File: src/logic/opc_pkg.sv
package opc_pkg;

  // ---------------------------------------------------------------
  // widths and types
  // ---------------------------------------------------------------
  localparam int ADDR_W = 16;
  localparam int DATA_W = 16;
  localparam int CNT_W = 15;
  localparam int PCNT_W = 8;

  typedef logic [CNT_W-1:0] opc_cnt_t;
  typedef logic [ADDR_W-1:0] opc_addr_t;
  typedef logic [DATA_W-1:0] opc_data_t;
  typedef logic [PCNT_W-1:0] opc_pcnt_t;

  // ---------------------------------------------------------------
  // timing in printed units
  // ---------------------------------------------------------------
  localparam int CLK_MHZ = 200;
  localparam int SETUP_US = 2;     // addr, data, select, supply to strobe
  localparam int HOLD_US = 2;      // data hold after strobe rises
  localparam int OE_SETUP_US = 2;  // data released to gate low
  localparam int PULSE_US = 100;   // nominal strobe width, 95..105
  localparam int ACC_NS = 200;     // slowest grade address access
  localparam int GATE_ACC_NS = 100; // gate low to data valid, verify
  localparam int FLOAT_NS = 130;   // gate high to pins released
  localparam int SYNC_STAGES = 2;

  // ---------------------------------------------------------------
  // derived cycle counts, least times rounded up
  // ---------------------------------------------------------------
  function automatic opc_cnt_t us2cyc(input int us);
    return opc_cnt_t'(us * CLK_MHZ);
  endfunction

  function automatic opc_cnt_t ns2cyc(input int ns);
    return opc_cnt_t'((ns * CLK_MHZ + 999) / 1000);
  endfunction

  localparam opc_cnt_t SETUP_CYC = us2cyc(SETUP_US);
  localparam opc_cnt_t HOLD_CYC = us2cyc(HOLD_US);
  localparam opc_cnt_t OE_SETUP_CYC = us2cyc(OE_SETUP_US);
  localparam opc_cnt_t ACC_CYC = ns2cyc(ACC_NS);
  localparam opc_cnt_t GATE_CYC = opc_cnt_t'(ns2cyc(GATE_ACC_NS)
                                  + SYNC_STAGES);
  localparam opc_cnt_t FLOAT_CYC = ns2cyc(FLOAT_NS);

  // timer start and done handshake adds this many cycles
  localparam opc_cnt_t TMR_OVH = 15'h0002;
  localparam opc_cnt_t CNT_SAT = 15'h7FFF;
  localparam opc_pcnt_t MAX_PULSES = 8'h19;

endpackage

File: src/logic/opc_tmr_if.sv
`timescale 1ns/1ps
interface opc_tmr_if;
  import opc_pkg::*;
  logic start;
  opc_cnt_t load;
  logic done;
  modport ctrl (output start, output load, input done);
  modport tmr (input start, input load, output done);
endinterface

File: src/logic/opc_otp_host.sv
`timescale 1ns/1ps
// Summary of operation
// erased or new cells read as ones
// programming clears bits; ones stay untouched
// zero never returns to one electrically
// program needs high supply, select, strobe low
// full word driven onto data pins
// address stable 2 us before strobe
// write data valid 2 us before strobe
// select low 2 us before strobe
// data held 2 us after strobe rises
// data released 2 us before gate low
// address changes only with gate high
// device drives data after gate access
// select high floats pins within limit
// gate high floats pins within limit
// pulse then verify until match; code stops after MAX_PULSES pulses or when a wanted one reads as zero
// verify: select, gate low, strobe high
// deselected device ignores strobes
// strobe 95..105 us; supply before strobe
module opc_otp_host import opc_pkg::*; #(
  parameter int PULSE_CYC = PULSE_US * CLK_MHZ
) (
  input wire logic clk,              // 200 MHz clock
  input wire logic rst_b,            // async reset, active low
  input wire logic cmdValid,         // command offered
  output logic cmdReady,             // command taken when both high
  input wire logic cmdWrite,         // 1 program word, 0 read word
  input wire logic [15:0] cmdAddr,   // word address
  input wire logic [15:0] cmdData,   // word to program
  output logic rspValid,             // one-cycle result strobe
  output logic [15:0] rspData,       // word read back
  output logic rspErr,               // program failed
  output logic [7:0] rspPulses,      // pulses used
  output logic [15:0] memAddr,       // address pins
  output logic chipSelB,             // chip select, active low
  output logic outGateB,             // output gate, active low
  output logic progStrobeB,          // program strobe, active low
  output logic vppEn,                // raise programming supply
  input wire logic [15:0] dataPinsIn, // data pins, level seen
  output logic [15:0] dataPinsOut,   // data pins, driven value
  output logic dataPinsOe            // data pins, drive enable
);

  // ---------------------------------------------------------------
  // reset release
  // ---------------------------------------------------------------
  logic [1:0] rstPipe_r;
  logic rstSyncB;
  always_ff @(posedge clk or negedge rst_b) begin
    if (!rst_b) begin
      rstPipe_r <= 2'h0;
    end else begin
      rstPipe_r <= {rstPipe_r[0], 1'b1};
    end
  end
  assign rstSyncB = rstPipe_r[1];

  // ---------------------------------------------------------------
  // state
  // ---------------------------------------------------------------
  typedef enum logic [3:0] {
    ST_IDLE = 4'h0, ST_RD_ACC = 4'h1, ST_RD_GATE = 4'h2,
    ST_RD_FLOAT = 4'h3, ST_PG_SETUP = 4'h4, ST_PG_PULSE = 4'h5,
    ST_PG_HOLD = 4'h6, ST_PG_REL = 4'h7, ST_PG_GATE = 4'h8,
    ST_PG_FLOAT = 4'h9
  } opc_st_e;
  typedef struct packed {
    opc_st_e st;
    opc_data_t syncA, syncB, dataOut, want, rspData;
    opc_addr_t memAddr;
    logic dataOe, chipSelB, outGateB, progStrobeB, vppEn, tmrStart;
    opc_cnt_t tmrLoad;
    opc_pcnt_t pulses;
    logic cmdReady, rspValid, rspErr;
  } opc_state_s;

  localparam opc_state_s RST_STATE = '{st: ST_IDLE, chipSelB: 1'b1,
    outGateB: 1'b1, progStrobeB: 1'b1, default: '0};
  localparam opc_cnt_t PULSE_LEN = opc_cnt_t'(PULSE_CYC);
  opc_state_s s_r, s_nxt;
  opc_tmr_if tif ();

  function automatic opc_cnt_t tload(input opc_cnt_t cyc);
    return cyc - TMR_OVH;
  endfunction

  opc_timer u_timer (
    .clk(clk),
    .rstSyncB(rstSyncB),
    .tif(tif)
  );
  assign tif.start = s_r.tmrStart;
  assign tif.load = s_r.tmrLoad;

  // ---------------------------------------------------------------
  // sequencer
  // ---------------------------------------------------------------
  always_comb begin
    s_nxt = s_r;
    s_nxt.syncA = dataPinsIn;
    s_nxt.syncB = s_r.syncA;
    s_nxt.tmrStart = 1'b0;
    s_nxt.rspValid = 1'b0;
    unique case (s_r.st)
      ST_IDLE: begin
        s_nxt.cmdReady = 1'b1;
        if (cmdValid && s_r.cmdReady) begin
          s_nxt.cmdReady = 1'b0;
          s_nxt.memAddr = cmdAddr;
          s_nxt.want = cmdData;
          s_nxt.pulses = '0;
          s_nxt.chipSelB = 1'b0;
          s_nxt.tmrStart = 1'b1;
          if (cmdWrite) begin
            s_nxt.dataOut = cmdData;
            s_nxt.dataOe = 1'b1;
            s_nxt.vppEn = 1'b1;
            s_nxt.tmrLoad = tload(SETUP_CYC);
            s_nxt.st = ST_PG_SETUP;
          end else begin
            s_nxt.tmrLoad = tload(ACC_CYC);
            s_nxt.st = ST_RD_ACC;
          end
        end
      end
      ST_RD_ACC: begin
        if (tif.done) begin
          s_nxt.outGateB = 1'b0;
          s_nxt.tmrStart = 1'b1;
          s_nxt.tmrLoad = tload(GATE_CYC);
          s_nxt.st = ST_RD_GATE;
        end
      end
      ST_RD_GATE: begin
        if (tif.done) begin
          s_nxt.rspData = s_r.syncB;
          s_nxt.outGateB = 1'b1;
          s_nxt.chipSelB = 1'b1;
          s_nxt.tmrStart = 1'b1;
          s_nxt.tmrLoad = tload(FLOAT_CYC);
          s_nxt.st = ST_RD_FLOAT;
        end
      end
      ST_RD_FLOAT: begin
        if (tif.done) begin
          s_nxt.rspValid = 1'b1;
          s_nxt.rspErr = 1'b0;
          s_nxt.st = ST_IDLE;
        end
      end
      ST_PG_SETUP: begin
        if (tif.done) begin
          s_nxt.progStrobeB = 1'b0;
          s_nxt.pulses = s_r.pulses + 8'h01;
          s_nxt.tmrStart = 1'b1;
          s_nxt.tmrLoad = tload(PULSE_LEN);
          s_nxt.st = ST_PG_PULSE;
        end
      end
      ST_PG_PULSE: begin
        if (tif.done) begin
          s_nxt.progStrobeB = 1'b1;
          s_nxt.tmrStart = 1'b1;
          s_nxt.tmrLoad = tload(HOLD_CYC);
          s_nxt.st = ST_PG_HOLD;
        end
      end
      ST_PG_HOLD: begin
        if (tif.done) begin
          s_nxt.dataOe = 1'b0;
          s_nxt.tmrStart = 1'b1;
          s_nxt.tmrLoad = tload(OE_SETUP_CYC);
          s_nxt.st = ST_PG_REL;
        end
      end
      ST_PG_REL: begin
        if (tif.done) begin
          s_nxt.outGateB = 1'b0;
          s_nxt.tmrStart = 1'b1;
          s_nxt.tmrLoad = tload(GATE_CYC);
          s_nxt.st = ST_PG_GATE;
        end
      end
      ST_PG_GATE: begin
        if (tif.done) begin
          s_nxt.rspData = s_r.syncB;
          s_nxt.outGateB = 1'b1;
          s_nxt.tmrStart = 1'b1;
          s_nxt.tmrLoad = tload(FLOAT_CYC);
          s_nxt.st = ST_PG_FLOAT;
        end
      end
      ST_PG_FLOAT: begin
        if (tif.done) begin
          // a wanted one read as zero cannot be repaired
          if (s_r.rspData == s_r.want ||
              (s_r.want & ~s_r.rspData) != '0 ||
              s_r.pulses == MAX_PULSES) begin
            s_nxt.rspErr = (s_r.rspData != s_r.want);
            s_nxt.rspValid = 1'b1;
            s_nxt.chipSelB = 1'b1;
            s_nxt.vppEn = 1'b0;
            s_nxt.st = ST_IDLE;
          end else begin
            s_nxt.dataOe = 1'b1;
            s_nxt.tmrStart = 1'b1;
            s_nxt.tmrLoad = tload(SETUP_CYC);
            s_nxt.st = ST_PG_SETUP;
          end
        end
      end
    endcase
  end

  always_ff @(posedge clk or negedge rstSyncB) begin
    if (!rstSyncB) begin
      s_r <= RST_STATE;
    end else begin
      s_r <= s_nxt;
    end
  end

  assign {cmdReady, rspValid, rspData, rspErr, rspPulses} =
    {s_r.cmdReady, s_r.rspValid, s_r.rspData, s_r.rspErr, s_r.pulses};
  assign {memAddr, chipSelB, outGateB, progStrobeB, vppEn} =
    {s_r.memAddr, s_r.chipSelB, s_r.outGateB, s_r.progStrobeB, s_r.vppEn};
  assign {dataPinsOut, dataPinsOe} = {s_r.dataOut, s_r.dataOe};

  // ---------------------------------------------------------------
  // checks
  // ---------------------------------------------------------------
  logic [34:0] pinSig, prevSig_r;
  logic prevStrobe_r, prevOe_r;
  opc_cnt_t stableCnt_r, lowCnt_r, riseCnt_r, offCnt_r;

  function automatic opc_cnt_t satInc(input opc_cnt_t c);
    return (c == CNT_SAT) ? c : c + 15'h0001;
  endfunction
  assign pinSig = {s_r.memAddr, s_r.dataOut, s_r.dataOe, s_r.chipSelB,
                   s_r.vppEn};

  always_ff @(posedge clk or negedge rstSyncB) begin
    if (!rstSyncB) begin
      prevSig_r <= '0;
      prevStrobe_r <= 1'b1;
      prevOe_r <= 1'b0;
      stableCnt_r <= CNT_SAT;
      lowCnt_r <= '0;
      riseCnt_r <= CNT_SAT;
      offCnt_r <= CNT_SAT;
    end else begin
      prevSig_r <= pinSig;
      prevStrobe_r <= s_r.progStrobeB;
      prevOe_r <= s_r.dataOe;
      stableCnt_r <= (pinSig != prevSig_r) ? 15'h0001 : satInc(stableCnt_r);
      lowCnt_r <= s_r.progStrobeB ? '0 : satInc(lowCnt_r);
      riseCnt_r <= (s_r.progStrobeB && !prevStrobe_r) ? 15'h0001
                   : satInc(riseCnt_r);
      offCnt_r <= (!s_r.dataOe && prevOe_r) ? 15'h0001 : satInc(offCnt_r);
    end
  end
endmodule // opc_otp_host

File: src/logic/opc_timer.sv
`timescale 1ns/1ps
module opc_timer import opc_pkg::*; (
  input wire logic clk,      // system clock
  input wire logic rstSyncB, // synchronised reset, active low
  opc_tmr_if.tmr tif         // start, load and done
);

  typedef struct packed {
    opc_cnt_t cnt;
  } opc_tmr_s;

  opc_tmr_s s_r;
  opc_tmr_s s_nxt;

  // ---------------------------------------------------------------
  // down counter, done only when idle and not restarting
  // ---------------------------------------------------------------
  always_comb begin
    s_nxt = s_r;
    if (tif.start) begin
      s_nxt.cnt = tif.load;
    end else if (s_r.cnt != '0) begin
      s_nxt.cnt = s_r.cnt - 15'h0001;
    end
  end

  always_ff @(posedge clk or negedge rstSyncB) begin
    if (!rstSyncB) begin
      s_r <= '0;
    end else begin
      s_r <= s_nxt;
    end
  end

  assign tif.done = (s_r.cnt == '0) && !tif.start;

endmodule // opc_timer

File: config.mk
export PLATFORM = sky130hd
export DESIGN_NAME = opc_otp_host
export DESIGN_NICKNAME = d
export VERILOG_FILES = /design/src/logic/opc_pkg.sv /design/src/logic/opc_tmr_if.sv /design/src/logic/opc_otp_host.sv /design/src/logic/opc_timer.sv
export SDC_FILE = /design/constraint.sdc
export NUM_CORES = 1
export LEC_CHECK = 0
export BUFFER_PORTS_ARGS = -buffer_cell sky130_fd_sc_hd__buf_2
export CORE_ASPECT_RATIO = 0.6
export CORE_UTILIZATION = 25
export CTS_CLUSTER_SIZE = 14
export DETAILED_ROUTE_END_ITERATION = 6
export PLACE_DENSITY = 0.48
export SYNTH_ARGS = -nofsm -noshare
export SYNTH_HDL_FRONTEND = slang
export SYNTH_SLANG_ARGS = --single-unit
export TNS_END_PERCENT = 20
File: constraint.sdc
create_clock -name clk -period 7.7 [get_ports clk]
set_input_delay 1.54 -clock clk [delete_from_list [all_inputs] [get_ports clk]]
set_output_delay 1.54 -clock clk [all_outputs]
set_load 0.03 [all_outputs]
Word-level counts from Yosys, hierarchy flattened
Index checks and enable logic that the tools add are counted.
{ "op_classes": {"n_mux": 43, "add_sub_neg": 2, "eq_ne": 28, "reduce_logical": 33, "bitwise": 2} }
{ "op_table": {"columns": ["operator", "n"], "rows": [
  ["$pmux W16 S6", 1],
  ["$mux W16", 4],
  ["$mux W4", 10],
  ["$pmux W4 S10", 1],
  ["$mux W15", 2],
  ["$mux W26", 1],
  ["$ne A2 B2 Y1 const B", 13],
  ["$mux W24", 1],
  ["$mux W17", 1],
  ["$and A16 B16 Y16", 1],
  ["$eq A16 B16 Y1", 1],
  ["$eq A4 B3 Y1 const B", 4],
  ["$ne A16 B16 Y1", 1],
  ["$not A16 Y16", 1],
  ["$pmux W8 S2", 1],
  ["$reduce_bool A16 Y1", 1],
  ["$logic_not A15 Y1", 1],
  ["$reduce_bool A15 Y1", 1],
  ["$sub A15 B1 Y15 const B", 1],
  ["$mux W2", 6],
  ["$reduce_and A10 Y1", 1],
  ["$reduce_and A5 Y1", 2],
  ["$reduce_bool A2 Y1", 5],
  ["$mux W9", 1],
  ["other kinds (23)", 46]
]} }
{ "totals": {"word_cells": 128, "in_bits": 52, "regBits": 149} }

Depth between registers and ports, before layout
{ "depth": {"ltp_word": 8, "depth_mapped": 10, "ltp_nobuf": 8} }

By module
Synthesis repeated with hierarchy kept, for this count alone.
{ "hier_totals": {"cells_unflattened": 612, "hier_area_um2": 6471.2} }
{ "modules_own_cells": {"columns": ["mod", "area_per_inst_um2", "cells_each", "instances"], "rows": [
  ["opc_otp_host", 5556.6, 511, 1],
  ["opc_timer", 914.6, 101, 1]
]} }

Worst setup path after synthesis
Ideal clock, no wire load.
{ "synth_path": {"path_kind": "input-to-reg", "startpoint": "in cmdValid", "endpoint": "reg s_r (netlist bit dataPinsOut[10])", "setup_time_ns": 0.125, "n_path_buf": 1, "arrival_time_ns": 2.517, "slack_ns": 5.058, "cell_stages": 5, "path_cell_list": "nand2_1 > nor4_2 > and2_1 > buf_2 > mux2_2"} }
{ "synth_between": {"elab_chain_cells": 2} }
{ "synth_lines": {"columns": ["item", "line_no", "rtl"], "rows": [
  ["start, declared", "opc_otp_host.sv:26", "input wire logic cmdValid,"],
  ["$logic_and A1 B1 Y1", "opc_otp_host.sv:108", "if (cmdValid && s_r.cmdReady) begin"],
  ["$reduce_and A3 Y1 (no source line)", null, null],
  ["end signal, assigned", "opc_otp_host.sv:220", "s_r <= s_nxt;"],
  ["end, declared", "opc_otp_host.sv:81", "opc_state_s s_r, s_nxt;"]
]} }
Every way passes these cells.
A chain may end at the register's enable or synchronous reset.

Worst setup path after layout
{ "layout_path": {"startpoint": "in cmdValid", "endpoint": "reg s_r (netlist bit dataPinsOut[1])"} }
Same word-level chain as after synthesis.

==> impl_metrics.csv <==
group,metric,value,unit
logic_synthesis,syn_nets,695,
logic_synthesis,synthTopCellsByCount,"dfrtp_1, nand2_1, buf_4",
cts,cts_tree,"yes",
timing,fin_skew,0.0101,ns
cts,path_clk_slew,0.06,ns
cells_and_area,fillers,2638,
cts,clockRootBuffer,"clkbuf_16",
cts,postCtsSetupBuffers,0,
critical_path,cp_data_arrival_time,3.34,ns
cells_and_area,drive_gt1_share,27.6,%
logic_synthesis,synth_edf_count,0,
timing,rsz0062_at_grt,"false",
drt,firstDrtPassIters,5,
die,fp.dieH,126,um
logic_synthesis,yosys.area.top_type_share,53.6,%
drt,wl_per_cell,15.4,um
timing,max_freq,0.330,GHz
cts,clkSinkCount,141,
critical_path,r2r_slack,4.68,ns
hold_path,worstHoldStart,"s_nxt[96]",
logic_synthesis,netlist_instances,623,
drt,ant_nets,0,
logic_synthesis,ys_seq_area_share,54.8,%
power_and_ir_drop,peakVddDrop,0.176,mV
cts,cts_resized,0,
logic_synthesis,ys_warn_count,0,
critical_path,crit_path_start_kind,"input port",
global_routing,grt_overflow_total,0,
placed_design,port_buffers,115,
cts,clk_latency,0.43,ns
drt,drc,0,
global_routing,antenna_found_initial,1,
timing,hold_ws,0.348,ns
die,core_area,0.0253,sq mm
timing,finalCriticalPeriod,3.03,ns
run,cap_violations,0,
critical_path,worst-path-max-fanout,39,
drt,wl_met1,8.71,mm
cells_and_area,fin_nets,748,
timing,tns,0,ns
cts,cts-hold-fix-buffers,0,
logic_synthesis,synth_flop_cell,"dfrtp_1",
global_routing,grt_pass1_vias,4414,
critical_path,rr_startpoint,"s_r[131]",
critical_path,required,8.01,ns
critical_path,path_class,"in -> reg",
drt,top_layer_used,"met4",
drt,met2WireLength,5.57,mm
die,die_w,209,um
power_and_ir_drop,intPower,1630,uW
power_and_ir_drop,clockPowerShare,28.6,%
die,row_count,45,
power_and_ir_drop,power_density,357,mW/mm^2
hold_path,min_to,"s_r[96]",
timing,worstMarginPinSlew,1.10,ns
status,status,"completed",
critical_path,r2r_end,"tif.load[3]",
cells_and_area,syn_to_final_growth,15.3,%
die,die_area,0.0265,sq mm
global_routing,grt.total_usage,12.9,%
drt,routed-wl-met3,1.17,mm
power_and_ir_drop,leakage,0.00354,uW
placed_design,place_congestion,0.764,
logic_synthesis,synth.distinct_cells,58,
logic_synthesis,ys_seq_elements,141,
timing,fin_crit_sh,39.4,%
power_and_ir_drop,seqPwrFrac,42.8,%
power_and_ir_drop,p_switching,1020,uW
hold_path,hold_depth,0,
cts,htreeDepth,4,
cts,cts_made_buffers,17,
cts,cts_buffer_depth,2,
logic_synthesis,async_flop_share,100,%
logic_synthesis,synth_area_leaders,"dfrtp_1, nand2_1, buf_4, ha_1, mux2_2",
logic_synthesis,syn_area,0.00645,sq mm
hold_path,hold_path.class,"reg -> reg",
placed_design,dpl.hpwl,11.3,mm
die,boundaryPins,116,
critical_path,cp-end-kind,"flip-flop",
global_routing,grt_first_pass_wirelength,25.6,mm
drt,vias,4377,
timing,setup_viol,0,
logic_synthesis,syn_area_per_cell,10.3,sq um
timing,finalHoldViolCount,0,
drt,via_per_inst,4.30,
global_routing,grt_max_degree,77,
timing,max_slew_margin,26.4,%
logic_synthesis,yosysMostFrequentCell,"dfrtp_1",
power_and_ir_drop,comb_power_share,28.6,%
drt,drt_iter0_drc,234,
timing,maxSlewViolCount,0,
logic_synthesis,synth_top_area_cell,"dfrtp_1",
critical_path,rr_worst_depth,6,
die,initial_utilization,25.5,%
drt,wirelength,15.7,mm
power_and_ir_drop,netSwitchingFraction,38.3,%
==> area by class of cell <==
class                           count  area [sq um]  share of cell area (%)
Antenna cell                        1          2.50                  0.0337
Clock buffer                       18           429                    5.78
Clock inverter                     14           110                    1.48
Inverter                           23          86.3                    1.16
Multi-Input combinational cell    375          2260                    30.4
Sequential cell                   141          3540                    47.6
Tap cell                          329           412                    5.54
Timing Repair Buffer              118           598                    8.05
==> metal layers <==
layer  global-route usage (%)  vias up
met2                     15.1      117
met4                     5.49        0
met3                     4.75       22
li1                         -     2144
met1                     20.0     2094
met5                        0        -
==> worst max path at each step <==
stage / startpoint / slack (ns) / endpoint / cells after the start
3_3_place_gp: cmdValid / 4.23 / dataPinsOut[1] / 6
6_report: cmdValid / 4.67 / dataPinsOut[1] / 6
2_1_floorplan: rstPipe_r[1] / 3.49 / cmdReady / 0
4_1_cts: cmdValid / 4.63 / dataPinsOut[1] / 6
3_5_place_dp: cmdValid / 4.16 / dataPinsOut[1] / 6
5_1_grt: s_r[131] / 4.32 / tif.load[3] / 6
==> state kept, by name, indices dropped and copies added (netlist names) <==
signal	count
dataPinsOut	16
u_timer.s_r	15
chipSelB	1
dataPinsOe	1
s_nxt	16
rspErr	1
rspPulses	8
tif.start	1
s_r	36
tif.load	7
memAddr	16
vppEn	1
rspValid	1
outGateB	1
cmdReady	1
progStrobeB	1
rspData	16
rstPipe_r	2
==> power by group through the flow <==
stage / clock network [uW] / registers (uW) / logic, uW
global placement: 0 / 1150 / 757
floorplan: 0 / 1090 / 697
global route: 821 / 1170 / 837
CTS: 783 / 1130 / 767
detailed placement: 0 / 1140 / 766
finish: 758 / 1130 / 759
==> layout by cell type, fill, tap and decap left out, drive strengths merged, types with 2 or more instances in the layout <==
cell | netlist | layout
ha | 20 | 20
nand3 | 12 | 12
and2 | 2 | 2
a41oi | 2 | 2
xor2 | 9 | 9
dfstp | 3 | 3
o21ai | 39 | 39
nor4 | 10 | 10
a21o | 2 | 2
nand4 | 8 | 8
clkbuf | 8 | 18
inv | 23 | 28
buf | 76 | 118
dfrtp | 138 | 138
or2 | 3 | 3
clkinvlp | 0 | 4
a211oi | 5 | 5
a21oi | 18 | 18
nand2b | 4 | 4
o31ai | 6 | 6
nor2b | 4 | 4
mux2 | 19 | 19
and2b | 2 | 2
or4 | 6 | 6
nor2 | 31 | 31
nand2 | 135 | 135
a31o | 2 | 2
clkinv | 0 | 5
nor3 | 10 | 10
xnor2 | 5 | 5
and3 | 4 | 4
a31oi | 5 | 5
==> cell families after synthesis <==
family,Yosys count,synth area share [%]
AOI/OAI and AO/OA,88,8.38
xor gates and xnor gates,14,1.90
adders and majority gates,20,3.88
buffers and inverters,107,10.3
DFF,141,54.8
muxes,19,3.32
other,1,0.0582
and+or+nand+nor,233,17.3
==> per-stage QoR <==
| step | setup slack, ns | cell area, sq um | total power, uW | utilization [%] | cells |
|---|---|---|---|---|---|
| global route | 4.32 | 7430 | 2820 | 29.4 | 1018 |
| finish | 4.67 | 7430 | 2650 | 29.4 | 1019 |
| CTS | 4.63 | 7430 | 2690 | 29.4 | 1018 |
| detailed placement | 4.16 | 6890 | 1910 | 27.3 | 986 |
| floorplan | 3.49 | 6450 | 1790 | - | 623 |
| global placement | 4.23 | 6890 | 1900 | 27.3 | 986 |
==> critical path: stages <==
cell and delay [ns]:
buf_2 0.11, nand2_1 0.11, nor4_4 0.21, buf_4 0.41, nand2_1 0.50, mux2_2 0.43
Power figures use the tool's default switching activity.
